File: src/rtl/adc_seq_defines.vh
// Timing and layout constants for the converter sequencer.
// Assumes a 25 MHz sequencer clock; counts derive from the period.
`ifndef ADC_SEQ_DEFINES_VH
`define ADC_SEQ_DEFINES_VH
`define CLK_PERIOD_NS    40
`define RESULT_WIDTH     16
// Longest conversion, rounded down to whole cycles
`define CONV_TIME_NS     2500
`define CONV_CYCLES      (`CONV_TIME_NS / `CLK_PERIOD_NS)
// Acquisition start after conversion start, rounded up
`define ACQ_DELAY_NS     750
`define ACQ_CYCLES       ((`ACQ_DELAY_NS + `CLK_PERIOD_NS - 1) / `CLK_PERIOD_NS)
// Reinitialisation window after supply returns, rounded up
`define POR_WAIT_NS      20000
`define POR_CYCLES       ((`POR_WAIT_NS + `CLK_PERIOD_NS - 1) / `CLK_PERIOD_NS)
// Least trigger low time before a wake-up start, rounded up
`define WAKE_LOW_NS      200
`define WAKE_CYCLES      ((`WAKE_LOW_NS + `CLK_PERIOD_NS - 1) / `CLK_PERIOD_NS)
// Reset values
`define RESULT_RESET     16'h0000
`endif

File: src/rtl/sar_adc_conversion_serial_readout.v
// Conversion sequencer and serial readout of a 16-bit SAR converter.
// Assumes all host pins and the supply monitor are asynchronous to
// ref_clk_in; the serial clock is sampled and its edges detected here.
// Limitation: each serial clock phase must span two or more
// ref_clk_in cycles, or the sampler misses an edge.
// sample_data_in is same-domain and taken as it stands at start.
// Conversion time is a counter; the result is a captured word.
// Supply loss acts as a reset at any time, even mid-conversion.
// Mode pin may change only between frames.
// Every output is registered; none comes from logic.
`timescale 1ns/1ps
`include "adc_seq_defines.vh"

module sar_adc_conversion_serial_readout #(
   parameter WIDTH = `RESULT_WIDTH
) (
   input  wire             ref_clk_in,
   input  wire             reset_in,
   input  wire             supply_good_in,
   input  wire             conversion_trigger_in,
   input  wire             sck_in,
   input  wire             read_select_serial_in_in,
   input  wire             chain_mode_in,
   input  wire [WIDTH-1:0] sample_data_in,
   output wire             busy_out,
   output wire             acquiring_out,
   output wire             powered_down_out,
   output wire             ready_out,
   output wire             wake_ok_out,
   output wire             sdo_out,
   output wire             sdo_oe_out
);

   // Sequencer states
   localparam [1:0] ST_POR   = 2'h0;
   localparam [1:0] ST_IDLE  = 2'h1;
   localparam [1:0] ST_CONV  = 2'h2;
   localparam [1:0] ST_PDOWN = 2'h3;

   // Counts worked out at full width, then cut to counter width
   localparam integer CONV_LAST_I = `CONV_CYCLES - 1;
   localparam integer ACQ_AT_I    = `ACQ_CYCLES;
   localparam integer POR_LAST_I  = `POR_CYCLES - 1;
   localparam integer WAKE_MIN_I  = `WAKE_CYCLES;

   // Counter widths fit the documented counts with no headroom
   localparam [5:0] CONV_LAST = CONV_LAST_I[5:0];
   localparam [5:0] ACQ_AT    = ACQ_AT_I[5:0];
   localparam [8:0] POR_LAST  = POR_LAST_I[8:0];
   localparam [2:0] WAKE_MIN  = WAKE_MIN_I[2:0];

   // Two-stage synchronisers, first stage read only by second
   reg [4:0] sync1_reg;
   reg [4:0] sync2_reg;
   reg       sck_prev_reg;
   reg       trig_prev_reg;

   // Synchronised pin levels, one bit each
   wire supply_ok = sync2_reg[0];
   wire trig      = sync2_reg[1];
   wire sck       = sync2_reg[2];
   wire read_select_serial_in   = sync2_reg[3];
   wire chain     = sync2_reg[4];

   // Pin sampling into the sequencer clock domain
   always @(posedge ref_clk_in) begin
      if (reset_in) begin
         // Select resets high so SDO stays off until the pin is seen
         sync1_reg     <= 5'h08;
         sync2_reg     <= 5'h08;
         sck_prev_reg  <= 1'b0;
         trig_prev_reg <= 1'b0;
      end else begin
         // Levels first; edge history trails one cycle
         sync1_reg     <= {chain_mode_in, read_select_serial_in_in, sck_in,
                           conversion_trigger_in, supply_good_in};
         sync2_reg     <= sync1_reg;
         sck_prev_reg  <= sck;
         trig_prev_reg <= trig;
      end
   end

   // Edge detects; reset values match the idle pin levels
   wire sck_rise  = sck & ~sck_prev_reg;
   wire trig_rise = trig & ~trig_prev_reg;

   // Sequencer registers
   reg [1:0]       state_reg;
   reg [1:0]       state_next;
   // Conversion, reinit and wake counters
   reg [5:0]       conv_cnt_reg;
   reg [5:0]       conv_cnt_next;
   reg [8:0]       por_cnt_reg;
   reg [8:0]       por_cnt_next;
   reg [2:0]       low_cnt_reg;
   reg [2:0]       low_cnt_next;

   // Captured sample and status flags
   reg [WIDTH-1:0] held_reg;
   reg [WIDTH-1:0] held_next;
   reg             busy_reg;
   reg             busy_next;
   reg             acq_reg;
   reg             acq_next;
   reg             pdown_reg;
   reg             pdown_next;
   reg             ready_reg;
   reg             ready_next;
   reg             wake_reg;
   reg             wake_next;

   // Load strobe towards the shift register
   reg             load;

   // Next-state logic for conversion, acquisition and power-down
   always @* begin
      state_next    = state_reg;
      conv_cnt_next = conv_cnt_reg;
      por_cnt_next  = por_cnt_reg;
      low_cnt_next  = low_cnt_reg;
      held_next     = held_reg;
      busy_next     = busy_reg;
      acq_next      = acq_reg;
      pdown_next    = pdown_reg;
      ready_next    = ready_reg;
      wake_next     = wake_reg;
      load          = 1'b0;
      // Low time seen on the trigger, saturating
      if (trig) begin
         low_cnt_next = 3'h0;
      end else if (low_cnt_reg != WAKE_MIN) begin
         low_cnt_next = low_cnt_reg + 3'h1;
      end
      wake_next = (low_cnt_next == WAKE_MIN);
      // Supply monitor first; it overrides every state
      if (!supply_ok) begin
         // Supply lost: hold state, counters, result and flags in reset; wake counter and wake flag run on
         state_next    = ST_POR;
         por_cnt_next  = 9'h000;
         conv_cnt_next = 6'h00;
         busy_next     = 1'b0;
         acq_next      = 1'b0;
         pdown_next    = 1'b0;
         ready_next    = 1'b0;
         held_next     = `RESULT_RESET;
      end else begin
         case (state_reg)
            ST_POR: begin
               // Reinit window; starts are not taken until it ends
               if (por_cnt_reg == POR_LAST) begin
                  state_next = ST_IDLE;
                  ready_next = 1'b1;
                  acq_next   = 1'b1;
               end else begin
                  // Count on through the window
                  por_cnt_next = por_cnt_reg + 9'h001;
               end
            end
            ST_IDLE, ST_PDOWN: begin
               // Start only from idle or power-down
               if (trig_rise) begin
                  state_next    = ST_CONV;
                  conv_cnt_next = 6'h00;
                  busy_next     = 1'b1;
                  acq_next      = 1'b0;
                  pdown_next    = 1'b0;
                  held_next     = sample_data_in;
               end else if (state_reg == ST_PDOWN && !trig) begin
                  // Trigger low wakes the converter; result untouched
                  state_next = ST_IDLE;
                  pdown_next = 1'b0;
               end
            end
            ST_CONV: begin
               // Trigger edges here are not looked at
               // Last count ends the conversion and loads the result
               if (conv_cnt_reg == CONV_LAST) begin
                  busy_next  = 1'b0;
                  load       = 1'b1;
                  state_next = trig ? ST_PDOWN : ST_IDLE;
                  pdown_next = trig;
               end else begin
                  // Still counting; acquisition may open meanwhile
                  conv_cnt_next = conv_cnt_reg + 6'h01;
               end
               // Next acquisition overlaps the rest of the conversion
               if (conv_cnt_next == ACQ_AT) begin
                  acq_next = 1'b1;
               end
            end
            default: begin
               // Unused code falls back to reinit
               state_next = ST_POR;
            end
         endcase
      end
   end

   // Sequencer state update
   always @(posedge ref_clk_in) begin
      if (reset_in) begin
         // Result cleared and every flag low
         state_reg    <= ST_POR;
         conv_cnt_reg <= 6'h00;
         por_cnt_reg  <= 9'h000;
         low_cnt_reg  <= 3'h0;
         held_reg     <= `RESULT_RESET;
         busy_reg     <= 1'b0;
         acq_reg      <= 1'b0;
         pdown_reg    <= 1'b0;
         ready_reg    <= 1'b0;
         wake_reg     <= 1'b0;
      end else begin
         // All next values taken together
         state_reg    <= state_next;
         conv_cnt_reg <= conv_cnt_next;
         por_cnt_reg  <= por_cnt_next;
         low_cnt_reg  <= low_cnt_next;
         held_reg     <= held_next;
         busy_reg     <= busy_next;
         acq_reg      <= acq_next;
         pdown_reg    <= pdown_next;
         ready_reg    <= ready_next;
         wake_reg     <= wake_next;
      end
   end

   // Output shift register and drive enable
   reg [WIDTH-1:0] shift_reg;
   reg [WIDTH-1:0] shift_next;
   reg             oe_reg;
   reg             oe_next;

   // Shift only when selected, or always in chain mode
   wire shift_en = chain | ~read_select_serial_in;
   // Normal mode fills zeros in behind the result
   wire sdi_bit  = chain ? read_select_serial_in : 1'b0;

   // Load beats shift so a fresh result is never lost
   always @* begin
      shift_next = shift_reg;
      // Enable trails the pins by three cycles
      oe_next    = chain | ~read_select_serial_in;
      if (!supply_ok) begin
         // Supply loss clears the word
         shift_next = `RESULT_RESET;
      end else if (load) begin
         shift_next = held_reg;
      end else if (sck_rise && shift_en) begin
         // MSB has stood since load; moves only on a clock rise
         shift_next = {shift_reg[WIDTH-2:0], sdi_bit};
      end
   end

   // Read select falling reloads nothing; MSB already waits on top
   always @(posedge ref_clk_in) begin
      if (reset_in) begin
         shift_reg    <= `RESULT_RESET;
         oe_reg       <= 1'b0;
      end else begin
         shift_reg    <= shift_next;
         oe_reg       <= oe_next;
      end
   end

   // Status flags, all straight from flip-flops
   assign busy_out         = busy_reg;
   assign acquiring_out    = acq_reg;
   assign powered_down_out = pdown_reg;
   assign ready_out        = ready_reg;
   assign wake_ok_out      = wake_reg;

   // Serial pins from the shift register and enable flop
   assign sdo_out          = shift_reg[WIDTH-1];
   assign sdo_oe_out       = oe_reg;

endmodule

File: config.mk
export PLATFORM = sky130hd
export DESIGN_NAME = sar_adc_conversion_serial_readout
export DESIGN_NICKNAME = d
export VERILOG_FILES = /design/src/rtl/sar_adc_conversion_serial_readout.v
export VERILOG_INCLUDE_DIRS = /design/src /design/src/rtl
export SDC_FILE = /design/constraint.sdc
export NUM_CORES = 1
export LEC_CHECK = 0
export BUFFER_PORTS_ARGS = -buffer_cell sky130_fd_sc_hd__buf_2
export CORE_MARGIN = 2
export CORE_UTILIZATION = 38
export CTS_CLUSTER_SIZE = 14
export DETAILED_ROUTE_END_ITERATION = 8
export HOLD_SLACK_MARGIN = 0.06
export PLACE_DENSITY = 0.65
export SYNTH_ARGS = -nofsm -noshare
export SYNTH_HDL_FRONTEND = slang
export SYNTH_SLANG_ARGS = --single-unit
File: constraint.sdc
create_clock -name ref_clk_in -period 1.7 [get_ports ref_clk_in]
set_clock_uncertainty 0.2 [all_clocks]
set_input_delay 0.34 -clock ref_clk_in [delete_from_list [all_inputs] [get_ports ref_clk_in]]
set_output_delay 0.34 -clock ref_clk_in [all_outputs]
set_load 0.02 [all_outputs]
==> results of run 1 <==
power by group:
group | switching [uW] | total, uW | internal (uW) | leakage (uW)
Combinational | 55.3 | 142 | 86.3 | 0.000855
Sequential | 14.1 | 1680 | 1660 | 0.000567
Clock | 567 | 1310 | 744 | 0.0000956
Total | 636 | 3130 | 2490 | 0.00152
worst max-delay path by stage:
stage,cells after the start,to,start
final,7,shift_reg[0],conv_cnt_reg[1]
after CTS,5,shift_reg[13],reset_in
after global routing,5,low_cnt_reg[1],low_cnt_reg[1]
after global placement,5,por_cnt_reg[1],por_cnt_reg[1]
after floorplan,5,por_cnt_reg[1],por_cnt_reg[0]
after detailed placement,7,shift_reg[0],conv_cnt_reg[1]
cell usage in the layout (no fill, tap or decap), types with 3 or more instances in the layout:
cell           instances
a211oi_1              11
inv_1                  4
clkbuf_8              11
nor2b_1               16
nand2_1               40
nand3b_1               4
ha_1                   5
mux2i_1               17
buf_12                 3
buf_4                 15
a211oi_2               6
nor3_1                 4
dlygate4sd3_1         22
a21oi_1               23
dfxtp_1               69
nand4_1                5
o21ai_0               12
xor2_1                 7
buf_2                 29
nor2_1                35
nand2b_1               3
nand3_1                6
metal layers:
layer | track usage | vias to the layer above
met4 | 0.06061 | 0
met2 | 0.2414 | 41
met5 | 0 | -
met1 | 0.2038 | 1114
met3 | 0.04647 | 6
li1 | - | 1219
cells by family (layout without fill, tap and decap cells):
logic type / Yosys count / after routing / share of synthesized area
AO/OA/AOI/OAI: 62 / 62 / 0.1393
multiplexers: 17 / 17 / 0.05900
AND/OR/NAND/NOR: 131 / 131 / 0.2295
flip-flops: 70 / 70 / 0.4859
XOR/XNOR: 8 / 8 / 0.02430
adder cells (fa/ha/maj): 5 / 5 / 0.02169
buffers and inverters: 21 / 88 / 0.04034
metrics by stage:
stage / instance area (sq um) / hold WS, ns / utilization
after floorplan: 2884 / 0.1895 / -
after global placement: 3227 / 0.1949 / 0.4425
after detailed placement: 3227 / 0.1940 / 0.4425
after CTS: 3636 / 0.2101 / 0.4986
after global routing: 3701 / 0.2340 / 0.5076
final: 3701 / 0.2084 / 0.5076
area by class of cell:
class                           count  area [sq um]
Fill cell                         714          3591
Sequential cell                    70          1403
Clock inverter                      1         30.03
Timing Repair Buffer               70         563.0
Inverter                            4         15.01
Tap cell                           99         123.9
Multi-Input combinational cell    223          1408
Clock buffer                       13         158.9
what timing repair did:
| action | in CTS | in global routing |
|---|---|---|
| endpoints found under the setup margin | 0 | 15 |
| gates resized for setup | 0 | 9 |
| hold buffers | 22 | 0 |
| endpoints found under the hold margin | 22 | 0 |
==> metrics, run 1 <==
DR pass1 iterations=4; critical path peak fanout=16; Lkg Pwr=0.001518 uW; crit end category=flip-flop; pin slew with the least headroom to its limit=approximately 0.42 ns; via count=2,380; endpoint of the worst hold path=sync2_reg[3]; RR Endpoint=shift_reg[0]; warnings from Yosys=0; wire per inst=12.75 microns; DRT antenna net count=0; first-pass GRT wire length=10,450 microns; Die Y=roughly 90 microns; share of cells above drive strength 1=0.2047; Mapped Nets=roughly 340; cell taking the most area after synthesis=dfxtp_1; Main synth FF type=dfxtp_1; critical path arrival=1.62 ns; vias in the first global route=between 2k and 2.5k; critical path class=reg2reg; clock root cell=clkbuf_8; Post-synth EDFFs=0; top cells by count, synth=dfxtp_1 (70), nand2_1 (40), nor2_1 (35), a21oi_1 (23), mux2i_1 (17); Top Family by Delay on Critical Path=simple AND/OR/NAND/NOR gates; synth-to-layout area growth=28.33%; Hold Path Depth=1; worst-path cell chain=inv_1, ha_1, and2_4, nand4_4, buf_12, mux2i_1, nor2_1; Seq/Total Area, Yosys=0.4859; Overall Global Routing Usage=0.1558; die footprint=8302 sq um; peak supply drop=between 0.4 and 0.5 mV; Setup-failing EPs final=0; total grt overflow=0; CP bufs+invs=2; initial antenna violation count=0; Initial Util=0.3955; final hold violations=0; Post-synth ARST share=0; Iter 0 DRT Violations=68; minimum clock period=between 1.5 and 2 ns; count of cell types in the netlist=41; Worst Setup Slack post-DPL=0.07458 ns; Ant. Diodes=0; RSZ-0062 raised after global routing=false; syn_area_per_cell=9.185 sq um; CP peak stage delay=between 0.3 and 0.4 ns; Clk pin slew, worst setup/hold paths=around 0.07 ns; DR vias/cell=4.958; Final Worst Setup Slack=between 0.1 and 0.15 ns; Worst path slowest cell=dfxtp_1; Total Wirelength=6122 microns; setup bufs post-CTS=0; flop-to-flop setup slack=around 0.11 ns; Final nets=406; Max Transition Viols Final=0; critical path launch point type=flip-flop; routed wl met3=~230 microns; most numerous cell in the Yosys netlist=dfxtp_1; Yosys reg bits=70; pin count of the biggest net entering global routing=35; final std cells w/o fill=480; chip width=91.12 microns; Power Density=844.9 nW/um^2; Slew Limit Headroom=0.7158; worst skew pair latency=between 0.3 and 0.4 ns; DP HPWL=3846 microns; beginning of the worst hold path=sync1_reg[3]; Boundary Pins=30; area of the core=between 7000 and 8000 sq um; IO buf count=29; Synth Instances=314; DR top layer=met4; WL met1=3034 microns; Residual DRC=0; gpl congestion=0.8335; top-area cell type share of the netlist area=0.4859; mapped cell area=just under 3000 sq um; max_cap viols=0; run status=completed; clk sinks=70; clock buffer depth=2; final period utilization=0.9381; Power, Total=around 3100 uW; H-tree depth=3; WP data required=1.73 ns; CTS tree=done; Std-Cell Rows=31; worst flop-to-flop path startpoint=conv_cnt_reg[1]; Final TNS setup=0 ns; DR WL met2=approximately 2800 microns; top cells by area, synth=dfxtp_1 (49%), mux2i_1 (5.9%), nand2_1 (5.2%), nor2_1 (4.6%), a21oi_1 (4.0%); placed cells=between 400 and 500; Max Fclk=around 0.63 GHz; Worst Hold Class=reg2reg; TritonCTS buffer count=9; reg2reg path depth=7
(Power assumes the default switching activity.)
==> run 2: changes to the inputs <==
--- a/config.mk
+++ b/config.mk
@@ -12,7 +12,8 @@
 export CTS_CLUSTER_SIZE = 14
 export DETAILED_ROUTE_END_ITERATION = 8
 export HOLD_SLACK_MARGIN = 0.06
-export PLACE_DENSITY = 0.65
+export PLACE_DENSITY = 0.63
+export REMOVE_ABC_BUFFERS = 1
 export SYNTH_ARGS = -nofsm -noshare
 export SYNTH_HDL_FRONTEND = slang
 export SYNTH_SLANG_ARGS = --single-unit
==> constraint.sdc (replaced) <==
create_clock -name ref_clk_in -period 1.9 [get_ports ref_clk_in]
set_clock_uncertainty 0.2 [all_clocks]
set_input_delay 0.285 -clock ref_clk_in [delete_from_list [all_inputs] [get_ports ref_clk_in]]
set_output_delay 0.285 -clock ref_clk_in [all_outputs]
set_load 0.02 [all_outputs]
==> run 2 against run 1 <==
- worst setup slack better by 0.12 ns
- via count fell by 2.6%
- worst hold slack lost 0.063 ns
- critical path depth shrank 2
- fmax is 4.8% lower
- die area unchanged
- largest power group unchanged
- register-to-register slack better by 0.12 ns
- critical path type unchanged
- first-iteration DRC count increased by 5.9%
- final cell count decreased by 0.63%
- largest cell class is now sequential cells
- sequential cell count unchanged
- combinational power is 14% lower
==> metrics, run 2 (synthesized netlist as in run 1, its figures left out) <==
Worst path slowest cell=dfxtp_1; Slew Limit Headroom=0.7067 (-0.009113); hold_ws=0.1455 ns (-0.06285 ns); Iter 0 DRT Violations=72 (+5.9%); Max Fclk=0.5971 GHz (-4.8%); minimum clock period=1.675 ns (+0.08001 ns); Ant. Diodes=0 (unchanged); pin slew with the least headroom to its limit=0.4352 ns (+0.01352 ns); crit end category=flip-flop; IO buf count=29 (unchanged); pin count of the biggest net entering global routing=32 (-8.6%); clk sinks=70 (unchanged); flop-to-flop setup slack=0.23 ns (+0.12 ns); DR vias/cell=4.857 (-2.0%); WP data required=1.92 ns (+0.19 ns); crit path capture=por_cnt_reg[1]; critical path launch point type=flip-flop; worst-path cell chain=ha_1, nand2_1, o41ai_2, mux2i_1, nor2_1; Overall Global Routing Usage=0.1487 (-0.007095); Setup-failing EPs final=0 (unchanged); Top Family by Delay on Critical Path=flip-flops; final hold violations=0 (unchanged); RR Endpoint=por_cnt_reg[1]; DP HPWL=3719 microns (-3.3%); Power, Total=2807 uW (-10%); DP Area=3192 sq um (-1.1%); Worst Hold Class=in2reg; DRT antenna net count=0 (unchanged); most frequent cells in the layout=dfxtp_1 (69), nand2_1 (40), nor2_1 (35); final period utilization=0.8814 (-0.05663); Die Y=91.12 microns (unchanged); Final Cell Area=3608 sq um (-2.5%); peak supply drop=0.2897 mV (-41%); CP peak stage delay=0.43 ns (+0.09 ns); Max Transition Viols Final=0 (unchanged); RSZ-0062 raised after global routing=false; Worst Setup SP=por_cnt_reg[0]; clock root cell=clkbuf_8; Fill cells=716 (+0.28%); Final TNS setup=0 ns (unchanged); clock buffer depth=2 (unchanged); share of cells above drive strength 1=0.1905 (-0.01425); worst flop-to-flop path startpoint=por_cnt_reg[0]; DR pass1 iterations=4 (unchanged); critical path class=reg2reg; gpl congestion=0.7987 (-4.2%); Final Util=0.4949 (-0.01270); initial antenna violation count=0 (unchanged); Total Wirelength=5758 microns (-5.9%); number of cells on the critical path=5 (-2); Final nets=401 (-1.2%); worst skew pair latency=0.33 ns (about the same); Lkg Pwr=0.001477 uW (-2.7%); CTS tree=done; Clk pin slew, worst setup/hold paths=0.07 ns (about the same); critical path arrival=1.69 ns (+0.07 ns); CP bufs+invs=0 (-2); area of the core=7292 sq um (unchanged); Hold Path Depth=3 (+2); H-tree depth=3 (unchanged); commonest non-fill, non-tap cell in the layout=dfxtp_1; wire per inst=12.07 microns (-5.4%); first-pass GRT wire length=10,050 microns (-3.9%); Initial Util=0.3955 (unchanged); total grt overflow=0 (unchanged); max_cap viols=0 (unchanged); via count=2,317 (-2.6%); Std-Cell Rows=31 (unchanged); die footprint=8302 sq um (unchanged); vias in the first global route=2,194 (-3.1%); Residual DRC=0 (unchanged); chip width=91.12 microns (unchanged); reg2reg path depth=5 (-2); critical path peak fanout=5 (-11); synth-to-layout area growth=25.12%; run status=completed; Boundary Pins=30 (unchanged); TritonCTS buffer count=9 (unchanged); Power Density=777.8 nW/um^2 (-8.0%)
run 2: final cells by class:
class | count | area (sq um) | area share
clock buffers | 10 | 137.6 | 0.03814
clock inverters | 6 | 61.31 | 0.01699
inverters | 4 | 15.01 | 0.004161
multi-input cells | 223 | 1375 | 0.3811
flip-flops and latches | 70 | 1403 | 0.3887
well taps | 99 | 123.9 | 0.03433
repair buffers | 65 | 493.0 | 0.1366
run 2: timing repair:
action                                  in CTS  in global routing
endpoints found under the setup margin       0                  1
hold buffers                                21                  0
setup buffers                                0                  0
hold endpoints to repair                    21                  0
resized for setup                            0                  2
run 2: metrics by stage:
step | setup slack [ns] | cells
2_1_floorplan | 0.06381 | 297
3_5_place_dp | 0.1761 | 440
4_1_cts | 0.1530 | 477
6_report | 0.2252 | 477
5_1_grt | 0.04753 | 477
3_3_place_gp | 0.2279 | 440
run 2: worst min path at each step:
stage / endpoint / startpoint / slack, ns
3_5_place_dp: sync2_reg[3] / sync1_reg[3] / 0.19
2_1_floorplan: sck_prev_reg / reset_in / 0.15
4_1_cts: sck_prev_reg / reset_in / 0.13
5_1_grt: sck_prev_reg / reset_in / 0.15
6_report: sck_prev_reg / reset_in / 0.15
3_3_place_gp: sync2_reg[3] / sync1_reg[3] / 0.19
run 2: power breakdown:
group	internal, uW	leakage [uW]	switching (uW)
logic	73.7	0.000807	48.4
registers	1490	0.000567	12.1
clock network	637	0.000102	550
run 2: per-layer routing:
layer / track usage / vias up / wire (microns)
li1: - / 1211 / -
met1: 0.1947 / 1070 / 2828
met2: 0.2321 / 27 / 2668
met3: 0.04232 / 9 / 171
met4: 0.05682 / 0 / 89
met5: 0 / - / 0
run 2: worst register-to-register path, cell delays in order (launching register included):
cell,delay [ns]
dfxtp_1,0.43
ha_1,0.20
nand2_1,0.08
o41ai_2,0.37
mux2i_1,0.23
nor2_1,0.05
==> run 3: changes to the inputs <==
--- a/config.mk
+++ b/config.mk
@@ -8,11 +8,11 @@
 export LEC_CHECK = 0
 export BUFFER_PORTS_ARGS = -buffer_cell sky130_fd_sc_hd__buf_2
 export CORE_MARGIN = 2
-export CORE_UTILIZATION = 38
+export CORE_UTILIZATION = 58
 export CTS_CLUSTER_SIZE = 14
 export DETAILED_ROUTE_END_ITERATION = 8
 export HOLD_SLACK_MARGIN = 0.06
-export PLACE_DENSITY = 0.63
+export PLACE_DENSITY = 0.86
 export REMOVE_ABC_BUFFERS = 1
 export SYNTH_ARGS = -nofsm -noshare
 export SYNTH_HDL_FRONTEND = slang
==> constraint.sdc (replaced) <==
create_clock -name ref_clk_in -period 1.7 [get_ports ref_clk_in]
set_clock_uncertainty 0.2 [all_clocks]
set_input_delay 0.255 -clock ref_clk_in [delete_from_list [all_inputs] [get_ports ref_clk_in]]
set_output_delay 0.255 -clock ref_clk_in [all_outputs]
set_load 0.02 [all_outputs]
==> run 3 against run 2 <==
- first-iteration DRC count grew 96%
- global-route usage grew 9.0 points
- cell area is 2.8% higher
- core utilization grew 29 points
- register-to-register slack got worse by 0.14 ns
- critical path type unchanged
- critical endpoint is now acquiring_out
- combinational power is 17% higher
- die area decreased by 33%
- sequential share of layout area shrank 1.1 points
- sequential power up 11%
- worst setup slack worse by 0.14 ns
- via count up 5.1%
- largest power group unchanged
- fmax grew 3.6%
- highest routed layer unchanged
==> metrics, run 3 (synthesized netlist as in run 1, its figures left out) <==
Slew Limit Headroom=0.7556 (+0.04890); clk sinks=70 (unchanged); Total Wirelength=6425 microns (+12%); Max Transition Viols Final=0 (unchanged); Top Family by Delay on Critical Path=simple AND/OR/NAND/NOR gates; most frequent cells in the layout=dfxtp_1 (69), nand2_1 (40), nor2_1 (35); CP peak stage delay=0.39 ns (-0.04 ns); worst-path cell chain=ha_4, nor4b_2, nand3_1, nor3_2, o2bb2ai_1; TritonCTS buffer count=9 (unchanged); via count=2,436 (+5.1%); share of cells above drive strength 1=0.2135 (+0.02307); first-pass GRT wire length=9922 microns (-1.2%); Final Cell Area=3711 sq um (+2.8%); Clock power frac=0.450 (+0.027); crit end category=flip-flop; critical path class=reg2reg; critical path arrival=1.69 ns (about the same); crit path capture=acquiring_out; DP Area=3202 sq um (+0.31%); Iter 0 DRT Violations=141 (+96%); Overall Global Routing Usage=0.2386 (+0.08992); WP data required=1.77 ns (-0.15 ns); synth-to-layout area growth=28.68%; gpl congestion=0.9123 (+14%); Power Density=890.0 nW/um^2 (+14%); pin count of the biggest net entering global routing=39 (+22%); total grt overflow=0 (unchanged); final hold violations=0 (unchanged); Final nets=407 (+1.5%); minimum clock period=1.616 ns (-0.05871 ns); H-tree depth=3 (unchanged); clock root cell=clkbuf_8; reg2reg path depth=5 (unchanged); Boundary Pins=30 (unchanged); peak supply drop=0.7066 mV (+140%); Worst Setup SP=conv_cnt_reg[0]; Worst path slowest cell=dfxtp_1; Setup-failing EPs final=0 (unchanged); Psw=689.4 uW (+13%); Worst Hold Class=in2reg; worst skew pair latency=0.35 ns (+0.02 ns); RR Endpoint=acquiring_out; internal power=2613 uW (+19%); die footprint=5552 sq um (-33%); final period utilization=0.9506 (+0.06917); CTS tree=done; placed cells=413 (-6.1%); Gate power share=0.043 (about the same); DP HPWL=3871 microns (+4.1%); DR vias/cell=5.401 (+11%); pin slew with the least headroom to its limit=0.3658 ns (-0.06935 ns); critical path peak fanout=2 (-3); clock buffer depth=2 (unchanged); Fill cells=308 (-57%); commonest non-fill, non-tap cell in the layout=dfxtp_1; area of the core=4755 sq um (-35%); Lkg Pwr=0.001531 uW (+3.7%); Final Util=0.7805 (+0.2857); worst flop-to-flop path startpoint=conv_cnt_reg[0]; flop-to-flop setup slack=0.08 ns (-0.14 ns); max_cap viols=0 (unchanged); wire per inst=14.25 microns (+18%); critical path launch point type=flip-flop; CP bufs+invs=0 (unchanged); initial antenna violation count=0 (unchanged); Initial Util=0.6066 (+0.2111); Residual DRC=0 (unchanged); Ant. Diodes=0 (unchanged); Net Sw Frac=0.2087 (-0.008703); final std cells w/o fill=451 (-5.5%); vias in the first global route=2,273 (+3.6%); Clk pin slew, worst setup/hold paths=0.07 ns (about the same); IO buf count=29 (unchanged); sequential share of power=0.507 (-0.027); chip width=74.52 microns (-18%); run status=completed; DR pass1 iterations=4 (unchanged); number of cells on the critical path=5 (unchanged); Die Y=74.52 microns (-18%); Std-Cell Rows=25 (-19%); DRT antenna net count=0 (unchanged); Max Fclk=0.6188 GHz (+3.6%)
==> run 3: worst min path at each step <==
stage / to / cells past startpoint / slack [ns] / from
6_report: sck_prev_reg / 3 / 0.11 / reset_in
3_5_place_dp: sync2_reg[3] / 1 / 0.20 / sync1_reg[3]
2_1_floorplan: sck_prev_reg / 1 / 0.12 / reset_in
4_1_cts: sck_prev_reg / 3 / 0.1 / reset_in
5_1_grt: sync1_reg[2] / 3 / 0.11 / reset_in
3_3_place_gp: sync2_reg[3] / 1 / 0.19 / sync1_reg[3]
==> run 3: worst min-delay path, stage by stage <==
cell and delay, ns:
buf_2 0.09, buf_4 0.21, nor2_1 0.06
==> run 3: stage by stage <==
stage                     total power (uW)  hold slack [ns]  setup slack [ns]  setup TNS, ns
after floorplan                       1758           0.1217           -0.1362         -1.970
after CTS                             3318          0.09527           0.03010              0
after global placement                1808           0.1938            0.1193              0
final                                 3303           0.1105           0.08395              0
after detailed placement              1813           0.1966           0.04283              0
after global routing                  3409           0.1090          -0.01852       -0.03629
==> run 3: routing by layer <==
metal  vias to the layer above  global-route usage  routed length [microns]
li1                       1216                   -                        -
met1                      1173              0.2705                     2794
met2                        42              0.4179                     3325
met3                         5             0.09892                      260
met4                         0             0.05754                       44
met5                         -                   0                        0
==> run 3: cell type report <==
cell class,instances,area (sq um),area share
clock buffers,11,141.4,0.03810
flip-flops and latches,70,1403,0.3780
inverters,4,15.01,0.004046
repair buffers,71,568.0,0.1531
clock inverters,5,81.33,0.02192
multi-input cells,223,1419,0.3823
well taps,67,83.83,0.02259
==> run 3: repair_timing <==
action,in CTS,in global routing
setup endpoints to repair,0,20
hold buffers,21,0
hold endpoints to repair,21,0
gates resized for setup,0,8
setup buffers,0,0
==> run 3: power groups by stage <==
stage | combinational [uW] | clock, uW | sequential (uW)
after floorplan | 46.1 | 0 | 1710
after global placement | 96.9 | 0 | 1710
after detailed placement | 101 | 0 | 1710
after CTS | 138 | 1510 | 1670
after global routing | 155 | 1580 | 1680
final | 143 | 1490 | 1670
